## src/verilog/nch_defs.svh

```systemverilog
// constants for the nand command host
`ifndef NCH_DEFS_SVH
`define NCH_DEFS_SVH
`define NCH_CMD_READ 8'h00
`define NCH_CMD_READ_GO 8'h30
`define NCH_CMD_PROG_CONF 8'h10
`define NCH_CMD_MPROG_CONF 8'h11
`define NCH_CMD_SDIN 8'h80
`define NCH_CMD_COLCHG 8'h85
`define NCH_CMD_ERASE 8'h60
`define NCH_CMD_ERASE_CONF 8'hd0
`define NCH_CMD_STATUS 8'h70
`define NCH_CMD_STATUS2 8'h71
`define NCH_CMD_ECCSTAT 8'h7a
`define NCH_CMD_RESET 8'hff
`define NCH_A_CTRL 4'h0
`define NCH_A_ADDR 4'h1
`define NCH_A_DATA 4'h2
`define NCH_A_STAT 4'h3
`define NCH_A_IRQ 4'h4
`define NCH_A_MASK 4'h5
`define NCH_A_SECT 4'h6
`define NCH_A_CNT 4'h7
`define NCH_OP_NONE 3'h0
`define NCH_OP_CMD 3'h1
`define NCH_OP_ADDR 3'h2
`define NCH_OP_WDATA 3'h3
`define NCH_OP_RDATA 3'h4
`define NCH_OP_ECC 3'h5
`define NCH_SECTORS 3'h4
`define NCH_ECC_UNCORR 4'hf
`define NCH_ECC_MAXCORR 4'h8
`define NCH_ST_FAIL 0
`define NCH_ST_RDY 6
`define NCH_ST_WP 7
`define NCH_ADDR_CYC 3'h5
`define NCH_PP_MAX 3'h4
`define NCH_BLK_MIN 12'd2008
`define NCH_IRQ_W 4
`define NCH_IRQ_DONE 0
`define NCH_IRQ_REFUSE 1
`define NCH_IRQ_UNCORR 2
`define NCH_IRQ_RDY 3
`endif

```

## src/verilog/nch_pkg.sv

```systemverilog
// types for the nand command host
package nch_pkg;
  typedef enum logic [4:0] {
    NCH_IDLE = 5'b00001,
    NCH_SETUP = 5'b00010,
    NCH_STROBE = 5'b00100,
    NCH_HOLD = 5'b01000,
    NCH_CAPT = 5'b10000
  } nch_state_t;
endpackage

```

## src/verilog/nch_sync.sv

```systemverilog
// two flip-flop synchroniser
`timescale 1ns/10ps
module nch_sync #(
  parameter int W = 1
) (
  // clock and reset
  input wire logic clk_sys_i,
  input wire logic rst_i,
  // data
  input wire logic [W-1:0] d_i,
  output logic [W-1:0] q_o
);
  logic [W-1:0] s1_ff;
  logic [W-1:0] s2_ff;
  always_ff @(posedge clk_sys_i or posedge rst_i) begin
    if (rst_i) begin
      s1_ff <= '0;
      s2_ff <= '0;
    end else begin
      s1_ff <= d_i;
      s2_ff <= s1_ff;
    end
  end
  assign q_o = s2_ff;
endmodule

```

## src/verilog/nch_host.sv

```systemverilog
// host controller driving the nand command, address and data strobes
//
// The plain strobed port and the register offsets are this design's own decisions.
`timescale 1ns/10ps
`include "nch_defs.svh"
module nch_host import nch_pkg::*; #(
  parameter int STROBE_CYC = 3,
  parameter int BLK_W = 11
) (
  // clock and reset
  input wire logic clk_sys_i,
  input wire logic rst_i,
  // register port
  input wire logic [3:0] reg_addr_i,
  input wire logic [31:0] reg_wdata_i,
  input wire logic reg_wr_i,
  input wire logic reg_rd_i,
  output logic [31:0] reg_rdata_o,
  output logic irq_o,
  // nand pins
  output logic cle_o,
  output logic ale_o,
  output logic ce_n_o,
  output logic we_n_o,
  output logic read_strobe_n_o,
  output logic wp_n_o,
  input wire logic [7:0] io_i,
  output logic [7:0] io_o,
  output logic io_oe_o,
  input wire logic ready_busy_out_i
);
  logic rb_s;
  logic [7:0] io_s;
  nch_sync #(.W(9)) u_sync (
    .clk_sys_i(clk_sys_i),
    .rst_i(rst_i),
    .d_i({ready_busy_out_i, io_i}),
    .q_o({rb_s, io_s})
  );

  // ----------------------------------------
  // pin sequencer
  // ----------------------------------------
  nch_state_t st_ff, nxt_st;
  logic [2:0] op_ff, nxt_op;
  logic [7:0] byte_ff, nxt_byte;
  logic [7:0] cnt_ff, nxt_cnt;
  logic [7:0] rdat_ff, nxt_rdat;
  logic [7:0] last_cmd_ff, nxt_last_cmd;
  logic sdin_ff, nxt_sdin;
  logic rdmode_ff, nxt_rdmode;
  logic stmode_ff, nxt_stmode;
  logic [2:0] acyc_ff, nxt_acyc;
  logic [2:0] sect_ff, nxt_sect;
  logic [15:0] sect_bytes_ff, nxt_sect_bytes;
  logic [2:0] pp_cnt_ff, nxt_pp_cnt;
  logic [5:0] last_page_ff, nxt_last_page;
  logic page_seen_ff, nxt_page_seen;
  logic wp_ff, nxt_wp;
  logic bad_ff, nxt_bad;
  logic [`NCH_IRQ_W-1:0] irq_st_ff, nxt_irq_st;
  logic [`NCH_IRQ_W-1:0] mask_ff, nxt_mask;
  logic [31:0] rdata_ff, nxt_rdata;
  logic [5:0] page_ff, nxt_page;
  logic start, legal, allowed, busy;
  logic [`NCH_IRQ_W-1:0] ev;
  logic [7:0] code;

  assign busy = ~rb_s;
  assign code = reg_wdata_i[7:0];

  always_comb begin
    unique case (code)
      `NCH_CMD_READ, `NCH_CMD_READ_GO, `NCH_CMD_PROG_CONF,
      `NCH_CMD_MPROG_CONF, `NCH_CMD_SDIN, `NCH_CMD_COLCHG,
      `NCH_CMD_ERASE, `NCH_CMD_ERASE_CONF, `NCH_CMD_STATUS,
      `NCH_CMD_STATUS2, `NCH_CMD_ECCSTAT, `NCH_CMD_RESET: legal = 1'b1;
      default: legal = 1'b0;
    endcase
  end

  // command gating against busy, serial input, page and erase limits
  always_comb begin
    allowed = legal;
    if (busy && !(code == `NCH_CMD_STATUS || code == `NCH_CMD_STATUS2 ||
        code == `NCH_CMD_RESET))
      allowed = 1'b0;
    if (sdin_ff && !(code == `NCH_CMD_COLCHG ||
        code == `NCH_CMD_PROG_CONF || code == `NCH_CMD_MPROG_CONF ||
        code == `NCH_CMD_RESET))
      allowed = 1'b0;
    if ((code == `NCH_CMD_PROG_CONF || code == `NCH_CMD_MPROG_CONF) &&
        page_seen_ff &&
        (page_ff < last_page_ff ||
        (page_ff == last_page_ff && pp_cnt_ff >= `NCH_PP_MAX)))
      allowed = 1'b0;
    if ((code == `NCH_CMD_ERASE || code == `NCH_CMD_ERASE_CONF) && bad_ff)
      allowed = 1'b0;
  end

  assign start = reg_wr_i && st_ff == NCH_IDLE;

  always_comb begin
    nxt_st = st_ff;
    nxt_op = op_ff;
    nxt_byte = byte_ff;
    nxt_cnt = cnt_ff;
    nxt_rdat = rdat_ff;
    nxt_last_cmd = last_cmd_ff;
    nxt_sdin = sdin_ff;
    nxt_rdmode = rdmode_ff;
    nxt_stmode = stmode_ff;
    nxt_acyc = acyc_ff;
    nxt_sect = sect_ff;
    nxt_sect_bytes = sect_bytes_ff;
    nxt_pp_cnt = pp_cnt_ff;
    nxt_last_page = last_page_ff;
    nxt_page_seen = page_seen_ff;
    nxt_wp = wp_ff;
    nxt_bad = bad_ff;
    nxt_mask = mask_ff;
    nxt_page = page_ff;
    ev = '0;
    unique case (st_ff)
      NCH_IDLE: begin
        if (start && reg_addr_i == `NCH_A_CTRL) begin
          if (allowed) begin
            nxt_op = `NCH_OP_CMD;
            nxt_byte = code;
            nxt_st = NCH_SETUP;
          end else begin
            ev[`NCH_IRQ_REFUSE] = 1'b1;
          end
        end else if (start && reg_addr_i == `NCH_A_ADDR) begin
          if (acyc_ff < `NCH_ADDR_CYC) begin
            nxt_op = `NCH_OP_ADDR;
            nxt_byte = reg_wdata_i[7:0];
            nxt_acyc = acyc_ff + 3'h1;
            if (acyc_ff == 3'h2)
              nxt_page = reg_wdata_i[5:0];
            nxt_st = NCH_SETUP;
          end else begin
            ev[`NCH_IRQ_REFUSE] = 1'b1;
          end
        end else if (start && reg_addr_i == `NCH_A_DATA) begin
          nxt_op = reg_wdata_i[8] ? `NCH_OP_RDATA : `NCH_OP_WDATA;
          nxt_byte = reg_wdata_i[7:0];
          nxt_st = NCH_SETUP;
        end else if (start && reg_addr_i == `NCH_A_SECT) begin
          nxt_op = `NCH_OP_ECC;
          nxt_sect = 3'h0;
          nxt_st = NCH_SETUP;
        end else if (start && reg_addr_i == `NCH_A_MASK) begin
          nxt_mask = reg_wdata_i[`NCH_IRQ_W-1:0];
        end else if (start && reg_addr_i == `NCH_A_STAT) begin
          nxt_wp = reg_wdata_i[8];
          nxt_bad = reg_wdata_i[9];
        end
      end
      NCH_SETUP: begin
        nxt_cnt = '0;
        nxt_st = NCH_STROBE;
      end
      NCH_STROBE: begin
        nxt_cnt = cnt_ff + 8'h1;
        if (cnt_ff == 8'(STROBE_CYC - 1))
          nxt_st = NCH_CAPT;
      end
      NCH_CAPT: begin
        nxt_st = NCH_HOLD;
        if (op_ff == `NCH_OP_RDATA || op_ff == `NCH_OP_ECC)
          nxt_rdat = io_s;
        if (op_ff == `NCH_OP_CMD) begin
          nxt_last_cmd = byte_ff;
          nxt_acyc = '0;
          if (byte_ff == `NCH_CMD_RESET) begin
            nxt_sdin = 1'b0;
            nxt_rdmode = 1'b0;
            nxt_stmode = 1'b0;
          end
          if (byte_ff == `NCH_CMD_SDIN)
            nxt_sdin = 1'b1;
          if (byte_ff == `NCH_CMD_PROG_CONF ||
              byte_ff == `NCH_CMD_MPROG_CONF) begin
            nxt_sdin = 1'b0;
            nxt_pp_cnt = (page_seen_ff && page_ff == last_page_ff) ?
              pp_cnt_ff + 3'h1 : 3'h1;
            nxt_last_page = page_ff;
            nxt_page_seen = 1'b1;
          end
          if (byte_ff == `NCH_CMD_ERASE_CONF) begin
            nxt_page_seen = 1'b0;
            nxt_pp_cnt = '0;
          end
          if (byte_ff == `NCH_CMD_READ_GO)
            nxt_rdmode = 1'b1;
          // status then 00h resumes read output
          if (byte_ff == `NCH_CMD_STATUS && rdmode_ff)
            nxt_stmode = 1'b1;
          if (byte_ff == `NCH_CMD_READ && stmode_ff)
            nxt_stmode = 1'b0;
        end
      end
      NCH_HOLD: begin
        if (op_ff == `NCH_OP_ECC) begin
          nxt_sect_bytes[{rdat_ff[5:4], 2'b00} +: 4] = rdat_ff[3:0];
          if (rdat_ff[3:0] == `NCH_ECC_UNCORR)
            ev[`NCH_IRQ_UNCORR] = 1'b1;
          nxt_sect = sect_ff + 3'h1;
          nxt_st = (sect_ff == `NCH_SECTORS - 3'h1) ? NCH_IDLE : NCH_SETUP;
        end else begin
          nxt_st = NCH_IDLE;
        end
        if (nxt_st == NCH_IDLE)
          ev[`NCH_IRQ_DONE] = 1'b1;
      end
      default: nxt_st = NCH_IDLE;
    endcase
  end

  // sticky status, set wins over clear
  always_comb begin
    nxt_irq_st = irq_st_ff;
    if (reg_wr_i && reg_addr_i == `NCH_A_IRQ)
      nxt_irq_st = irq_st_ff & ~reg_wdata_i[`NCH_IRQ_W-1:0];
    nxt_irq_st = nxt_irq_st | ev;
  end

  always_comb begin
    nxt_rdata = '0;
    if (reg_rd_i) begin
      unique case (reg_addr_i)
        `NCH_A_DATA: nxt_rdata = {24'h0, rdat_ff};
        `NCH_A_STAT: nxt_rdata = {22'h0, bad_ff, wp_ff, rdat_ff[`NCH_ST_WP],
          rdat_ff[`NCH_ST_RDY], rdat_ff[`NCH_ST_FAIL], stmode_ff, sdin_ff,
          st_ff == NCH_IDLE, rdmode_ff, rb_s};
        `NCH_A_IRQ: nxt_rdata = {28'h0, irq_st_ff};
        `NCH_A_MASK: nxt_rdata = {28'h0, mask_ff};
        `NCH_A_SECT: nxt_rdata = {16'h0, sect_bytes_ff};
        `NCH_A_CNT: nxt_rdata = {16'h0, last_cmd_ff, 2'h0, last_page_ff};
        default: nxt_rdata = '0;
      endcase
    end
  end

  always_ff @(posedge clk_sys_i or posedge rst_i) begin
    if (rst_i) begin
      st_ff <= NCH_IDLE;
      op_ff <= `NCH_OP_NONE;
      byte_ff <= '0;
      cnt_ff <= '0;
      rdat_ff <= '0;
      last_cmd_ff <= '0;
      sdin_ff <= 1'b0;
      rdmode_ff <= 1'b0;
      stmode_ff <= 1'b0;
      acyc_ff <= '0;
      sect_ff <= '0;
      sect_bytes_ff <= '0;
      pp_cnt_ff <= '0;
      last_page_ff <= '0;
      page_seen_ff <= 1'b0;
      wp_ff <= 1'b0;
      bad_ff <= 1'b0;
      irq_st_ff <= '0;
      mask_ff <= '0;
      rdata_ff <= '0;
      page_ff <= '0;
    end else begin
      st_ff <= nxt_st;
      op_ff <= nxt_op;
      byte_ff <= nxt_byte;
      cnt_ff <= nxt_cnt;
      rdat_ff <= nxt_rdat;
      last_cmd_ff <= nxt_last_cmd;
      sdin_ff <= nxt_sdin;
      rdmode_ff <= nxt_rdmode;
      stmode_ff <= nxt_stmode;
      acyc_ff <= nxt_acyc;
      sect_ff <= nxt_sect;
      sect_bytes_ff <= nxt_sect_bytes;
      pp_cnt_ff <= nxt_pp_cnt;
      last_page_ff <= nxt_last_page;
      page_seen_ff <= nxt_page_seen;
      wp_ff <= nxt_wp;
      bad_ff <= nxt_bad;
      irq_st_ff <= nxt_irq_st;
      mask_ff <= nxt_mask;
      rdata_ff <= nxt_rdata;
      page_ff <= nxt_page;
    end
  end

  // ----------------------------------------
  // pin drive
  // ----------------------------------------
  logic in_strobe;
  assign in_strobe = st_ff == NCH_STROBE;
  assign cle_o = st_ff != NCH_IDLE && op_ff == `NCH_OP_CMD;
  assign ale_o = st_ff != NCH_IDLE && op_ff == `NCH_OP_ADDR;
  assign ce_n_o = st_ff == NCH_IDLE;
  assign we_n_o = ~(in_strobe && (op_ff == `NCH_OP_CMD ||
    op_ff == `NCH_OP_ADDR || op_ff == `NCH_OP_WDATA));
  assign read_strobe_n_o = ~(in_strobe && (op_ff == `NCH_OP_RDATA ||
    op_ff == `NCH_OP_ECC));
  // write protect level steers program and erase
  assign wp_n_o = wp_ff;
  assign io_o = byte_ff;
  assign io_oe_o = st_ff != NCH_IDLE && (op_ff == `NCH_OP_CMD ||
    op_ff == `NCH_OP_ADDR || op_ff == `NCH_OP_WDATA);
  assign reg_rdata_o = rdata_ff;
  assign irq_o = |(irq_st_ff & mask_ff);

  // ----------------------------------------
  // assertions
  // ----------------------------------------
  property p_busy_cmd;
    @(posedge clk_sys_i) disable iff (rst_i)
      (st_ff == NCH_SETUP && op_ff == `NCH_OP_CMD && $past(busy)) |->
      (byte_ff == `NCH_CMD_STATUS || byte_ff == `NCH_CMD_STATUS2 ||
       byte_ff == `NCH_CMD_RESET);
  endproperty
  a_busy_cmd: assert property (p_busy_cmd)
    else $error("illegal command sent while busy");
  property p_sdin_follow;
    @(posedge clk_sys_i) disable iff (rst_i)
      (st_ff == NCH_SETUP && op_ff == `NCH_OP_CMD && sdin_ff) |->
      (byte_ff == `NCH_CMD_COLCHG || byte_ff == `NCH_CMD_PROG_CONF ||
       byte_ff == `NCH_CMD_MPROG_CONF || byte_ff == `NCH_CMD_RESET);
  endproperty
  a_sdin_follow: assert property (p_sdin_follow)
    else $error("illegal command after serial input");
  property p_addr_max;
    @(posedge clk_sys_i) disable iff (rst_i)
      acyc_ff <= `NCH_ADDR_CYC;
  endproperty
  a_addr_max: assert property (p_addr_max)
    else $error("more than five address cycles");
  property p_pp_max;
    @(posedge clk_sys_i) disable iff (rst_i)
      pp_cnt_ff <= `NCH_PP_MAX;
  endproperty
  a_pp_max: assert property (p_pp_max)
    else $error("partial program count above four");
  property p_bad_erase;
    @(posedge clk_sys_i) disable iff (rst_i)
      (start && reg_addr_i == `NCH_A_CTRL && bad_ff &&
       (code == `NCH_CMD_ERASE || code == `NCH_CMD_ERASE_CONF)) |=>
      (st_ff == NCH_IDLE && irq_st_ff[`NCH_IRQ_REFUSE]);
  endproperty
  a_bad_erase: assert property (p_bad_erase)
    else $error("erase sent to bad block");
  property p_reset_clear;
    @(posedge clk_sys_i) disable iff (rst_i)
      (st_ff == NCH_CAPT && op_ff == `NCH_OP_CMD &&
       byte_ff == `NCH_CMD_RESET) |=> (!sdin_ff && !stmode_ff);
  endproperty
  a_reset_clear: assert property (p_reset_clear)
    else $error("reset left state behind");
  property p_ecc_four;
    @(posedge clk_sys_i) disable iff (rst_i)
      (start && reg_addr_i == `NCH_A_SECT) |=> ##[1:60]
      (st_ff == NCH_HOLD && op_ff == `NCH_OP_ECC && sect_ff == 3'h3);
  endproperty
  a_ecc_four: assert property (p_ecc_four)
    else $error("ecc sector read did not finish");
  property p_uncorr;
    @(posedge clk_sys_i) disable iff (rst_i)
      (st_ff == NCH_HOLD && op_ff == `NCH_OP_ECC &&
       rdat_ff[3:0] == `NCH_ECC_UNCORR) |=> irq_st_ff[`NCH_IRQ_UNCORR];
  endproperty
  a_uncorr: assert property (p_uncorr)
    else $error("uncorrectable sector not flagged");
  property p_strobe_len;
    @(posedge clk_sys_i) disable iff (rst_i)
      $fell(we_n_o) |-> (!we_n_o) [*3];
  endproperty
  a_strobe_len: assert property (p_strobe_len)
    else $error("write strobe too short");
  c_cmd: cover property (@(posedge clk_sys_i) disable iff (rst_i)
    st_ff == NCH_CAPT && op_ff == `NCH_OP_CMD);
  c_ecc: cover property (@(posedge clk_sys_i) disable iff (rst_i)
    st_ff == NCH_HOLD && op_ff == `NCH_OP_ECC && sect_ff == 3'h3);
  c_refuse: cover property (@(posedge clk_sys_i) disable iff (rst_i)
    ev[`NCH_IRQ_REFUSE]);
endmodule

```

## config.mk

```make
export PLATFORM = sky130hd
export DESIGN_NAME = nch_host
export DESIGN_NICKNAME = d
export VERILOG_FILES = /design/src/verilog/nch_pkg.sv /design/src/verilog/nch_sync.sv /design/src/verilog/nch_host.sv
export VERILOG_INCLUDE_DIRS = /design/src /design/src/verilog
export SDC_FILE = /design/constraint.sdc
export NUM_CORES = 1
export LEC_CHECK = 0
export BUFFER_PORTS_ARGS = -buffer_cell sky130_fd_sc_hd__buf_2
export CAP_MARGIN = 20
export CORE_ASPECT_RATIO = 1.75
export CORE_MARGIN = 2
export CORE_UTILIZATION = 51
export DETAILED_ROUTE_END_ITERATION = 12
export GPL_TIMING_DRIVEN = 0
export PLACE_DENSITY = 0.76
export REMOVE_ABC_BUFFERS = 1
export SYNTH_ARGS = -nofsm -noshare
export SYNTH_HDL_FRONTEND = slang
export SYNTH_SLANG_ARGS = --single-unit
```

## constraint.sdc

```tcl
create_clock -name clk_sys_i -period 4.3 [get_ports clk_sys_i]
set_clock_uncertainty 0.05 [all_clocks]
set_input_delay 1.29 -clock clk_sys_i [delete_from_list [all_inputs] [get_ports clk_sys_i]]
set_output_delay 1.29 -clock clk_sys_i [all_outputs]
set_load 0.03 [all_outputs]
```

==> qor.txt <==
DETAILED ROUTING
----------------------------------------------------------------------------------------
DR pass1 iterations                                                                   12
Average detailed-routed wire length per instance                                17.80 um
Average via count per standard cell                                                5.862
Post-DRT Antenna Nets                                                                  0
Remaining DRCs                                                                         5
Number of violations reported at the end of detailed-routing iteration 0             344
Routed via count                                                                    4625
Detailed-route wire length                                                      14040 um

YOSYS
----------------------------------------------------------------------------------------
Number of warnings reported in the yosys synthesis log                                 0
#FFs+latches synth                                                                   125
Biggest area contributors in the synthesized netlist                        dfrtp_1 52%, nand2_1 6.4%, mux2_2 5.3%
Number of enable-type register cells in the synthesized netlist                        0
Most frequent cell after synthesis                                               dfrtp_1
Mapped Area                                                                    5977 um^2
Dominant synthesized flop cell                                                   dfrtp_1
Share of the yosys chip area belonging to registers                               52.36%
Largest area contributor in the netlist                                          dfrtp_1
Mean area per synthesized cell                                                10.27 um^2
Number of distinct library cells after synthesis                                      63
Share of the synthesized area in the top cell type                                51.92%
Top cell types by occurrence after synthesis                                124 x dfrtp_1, 102 x nand2_1, 43 x nor2_1
Synth async-reset ratio                                                           100.0%
Instance count of the mapped netlist                                                 582

CTS
----------------------------------------------------------------------------------------
Clock network latency to the later pin of the worst-skew pair                    0.42 ns
Number of buffers on the longest clock path                                            2
CTS tree                                                                             yes
Total CTS buffers                                                                     17
CTS root buffer                                                                clkbuf_16
Clk pin slew, worst setup/hold paths                                             0.06 ns
Cells resized by post-CTS repair                                                       0
Clock Sinks                                                                          125
Maximum level of the CTS H-tree                                                        4
Setup Fix Bufs, Post-CTS                                                               0
Hold Buf Count CTS                                                                     0

TIMING
----------------------------------------------------------------------------------------
Worst Hold Margin                                                              0.2966 ns
Count of endpoints failing hold in the final timing report                             0
Max Freq                                                                       270.8 MHz
Pins over their slew limit                                                             0
RSZ-0062 raised after global routing                                               false
Worst-case headroom to the max-slew limit                                         28.77%
Setup-violating endpoint count in the final report                                     0
Final period utilization                                                          85.89%
Transition time of the tightest slew-check pin                                  1.055 ns
Final period demand of the worst path                                           3.693 ns

FLOORPLANNING
----------------------------------------------------------------------------------------
Cell Rows                                                                             52
Core box area                                                                 11520 um^2
Chip width                                                                      85.84 um
Initial Util                                                                      51.90%
Number of primary I/O pins                                                            97
Area of the die                                                               12640 um^2
Die span in y                                                                   147.2 um

CRITICAL PATH
----------------------------------------------------------------------------------------
Critical path, cell by cell                                                 or3_4, or3b_2, or3_1, buf_2
Slowest CP cell                                                                   or3b_2
Sort of element at the end of the critical path                               output pin
Delay contributed by the slowest stage of the critical path                      0.54 ns
Cell class contributing the biggest share of worst-path delay               simple AND/OR/NAND/NOR gates
Critical path fanouts, max                                                             8
Worst Path Arrival                                                               2.35 ns
Combined buffer and inverter count along the critical path                             1
Critical Setup Path Class                                                   flop to output pin
Required arrival time at the worst endpoint                                      2.96 ns
Setup slack, reg-to-reg                                                          1.43 ns
Element type at the critical path start                                             flop

GRT
----------------------------------------------------------------------------------------
Total global routing overflow                                                          0
Global-route wire length before repair                                          23230 um
Initial antenna violation count                                                        0
Vias in the first global route                                                      4710
Largest net degree at the start of global routing                                    100
GRT Resource Usage Total                                                          23.99%

PLACEMENT
----------------------------------------------------------------------------------------
Number of I/O port buffers                                                            58
Total cell area at the placement stage                                         6329 um^2
Total half-perimeter wirelength after legalization and detailed placement       10200 um
Gpl congestion                                                                    0.9297
Post-placement cell count                                                            758

POWER AND IR DROP
----------------------------------------------------------------------------------------
P per Cell Area                                                             535.1 nW/um^2
Peak supply drop                                                               0.3129 mV
Cell leakage power                                                              3.205 nW
Overall Power                                                                   3.697 mW

OUTCOME
----------------------------------------------------------------------------------------
Outcome                                                                     finished, violations left
Violations in the final reports                                                      DRC

CELLS AND AREA
----------------------------------------------------------------------------------------
Final core area utilization                                                       60.00%
Proportion of layout cells with a drive suffix above 1                            21.25%
Design area                                                                    6909 um^2
Final net count                                                                      709
Antenna diodes                                                                         0
Non-filler instance count after layout                                               789
Number of filler instances in the final layout                                       940
Area growth from synthesis to layout                                              15.60%

MIN PATH
----------------------------------------------------------------------------------------
Class of the worst hold path                                                flop to flop

FLOW RUN
----------------------------------------------------------------------------------------
Max-Cap Viols                                                                          0

## metrics by stage
step / setup WS (ns) / TNS (ns)
2_1_floorplan: -0.3659 / -45.38
3_3_place_gp: -1.526 / -188.40
3_5_place_dp: 0.5797 / 0
4_1_cts: 0.6049 / 0
5_1_grt: 0.5285 / 0
6_report: 0.6066 / 0
## worst register-to-register path, stage by stage, from the launching register on
cell and delay (ns):
dfrtp_1 0.43, or3_4 0.43, nor2_1 0.19, nand2_1 0.36, nor2_1 0.87, mux2_2 0.42
## metal layers
layer	vias up	global-route usage, %	wire, um
met5	-	0	0
met4	0	12.86	590
met3	42	5.337	664
met2	180	42.19	7506
met1	2256	26.42	5281
li1	2147	-	-
## layout make-up
class,count,area (um^2),area share [%]
flip-flops and latches,125,3129,45.29
multi-input cells,419,2633,38.10
clock buffers,18,439.2,6.356
repair buffers,59,317.8,4.600
well taps,135,168.9,2.445
clock inverters,13,141.4,2.046
inverters,20,80.08,1.159
## state kept, by name, indices dropped and copies added, names as in the netlist, 5 cells and up
name and count:
reg_rdata_o 16, last_cmd_ff 8, u_sync.s1_ff 9, cnt_ff 8
u_sync.q_o 9, last_page_ff 6, st_ff 5, page_ff 6
rdat_ff 8, io_o 8, sect_bytes_ff 16
## report_power, final
part | switching, mW | leakage, nW | internal, mW
clock network | 0.531 | 0.279 | 0.867
logic | 0.480 | 1.28 | 0.281
registers | 0.203 | 1.65 | 1.34
## cells in the final DEF, fill, tap and decap left out, types with 4 or more instances in the layout
master	count
nor3_1	9
clkbuf_16	17
nor3b_1	4
nor2b_1	13
dfrtp_1	124
buf_2	58
nor2_1	43
mux2i_1	5
nand2_1	102
nor4_1	4
nand4_1	6
conb_1	16
ha_1	18
and3_1	5
mux2_2	28
a21oi_1	11
nand3b_1	5
a22oi_1	18
a22o_1	4
inv_1	19
a31oi_1	4
o21ai_0	42
or3_1	4
nand2b_1	7
inv_6	4
nand3_1	12
a221oi_1	4
## cells by family after synthesis
family | after synthesis | share of synthesized area, %
AO/OA/AOI/OAI | 113 | 12.54
XOR/XNOR | 2 | 0.2931
adder cells (fa/ha/maj) | 18 | 3.768
buffers and inverters | 53 | 4.542
flip-flops | 125 | 52.36
multiplexers | 34 | 6.301
other | 1 | 0.06274
AND/OR/NAND/NOR | 236 | 20.14
## final timing paths
path	startpoint	to	cells past startpoint
min	u_sync.s1_ff[5]	u_sync.q_o[5]	0
max reg2reg	st_ff[1]	last_page_ff[0]	5
max	st_ff[1]	we_n_o	4
min in group asynchronous	rst_i	u_sync.q_o[6]	2
min reg2reg	u_sync.s1_ff[5]	u_sync.q_o[5]	0
max in group asynchronous	rst_i	st_ff[0]	3
Power figures use the tool's default switching activity.
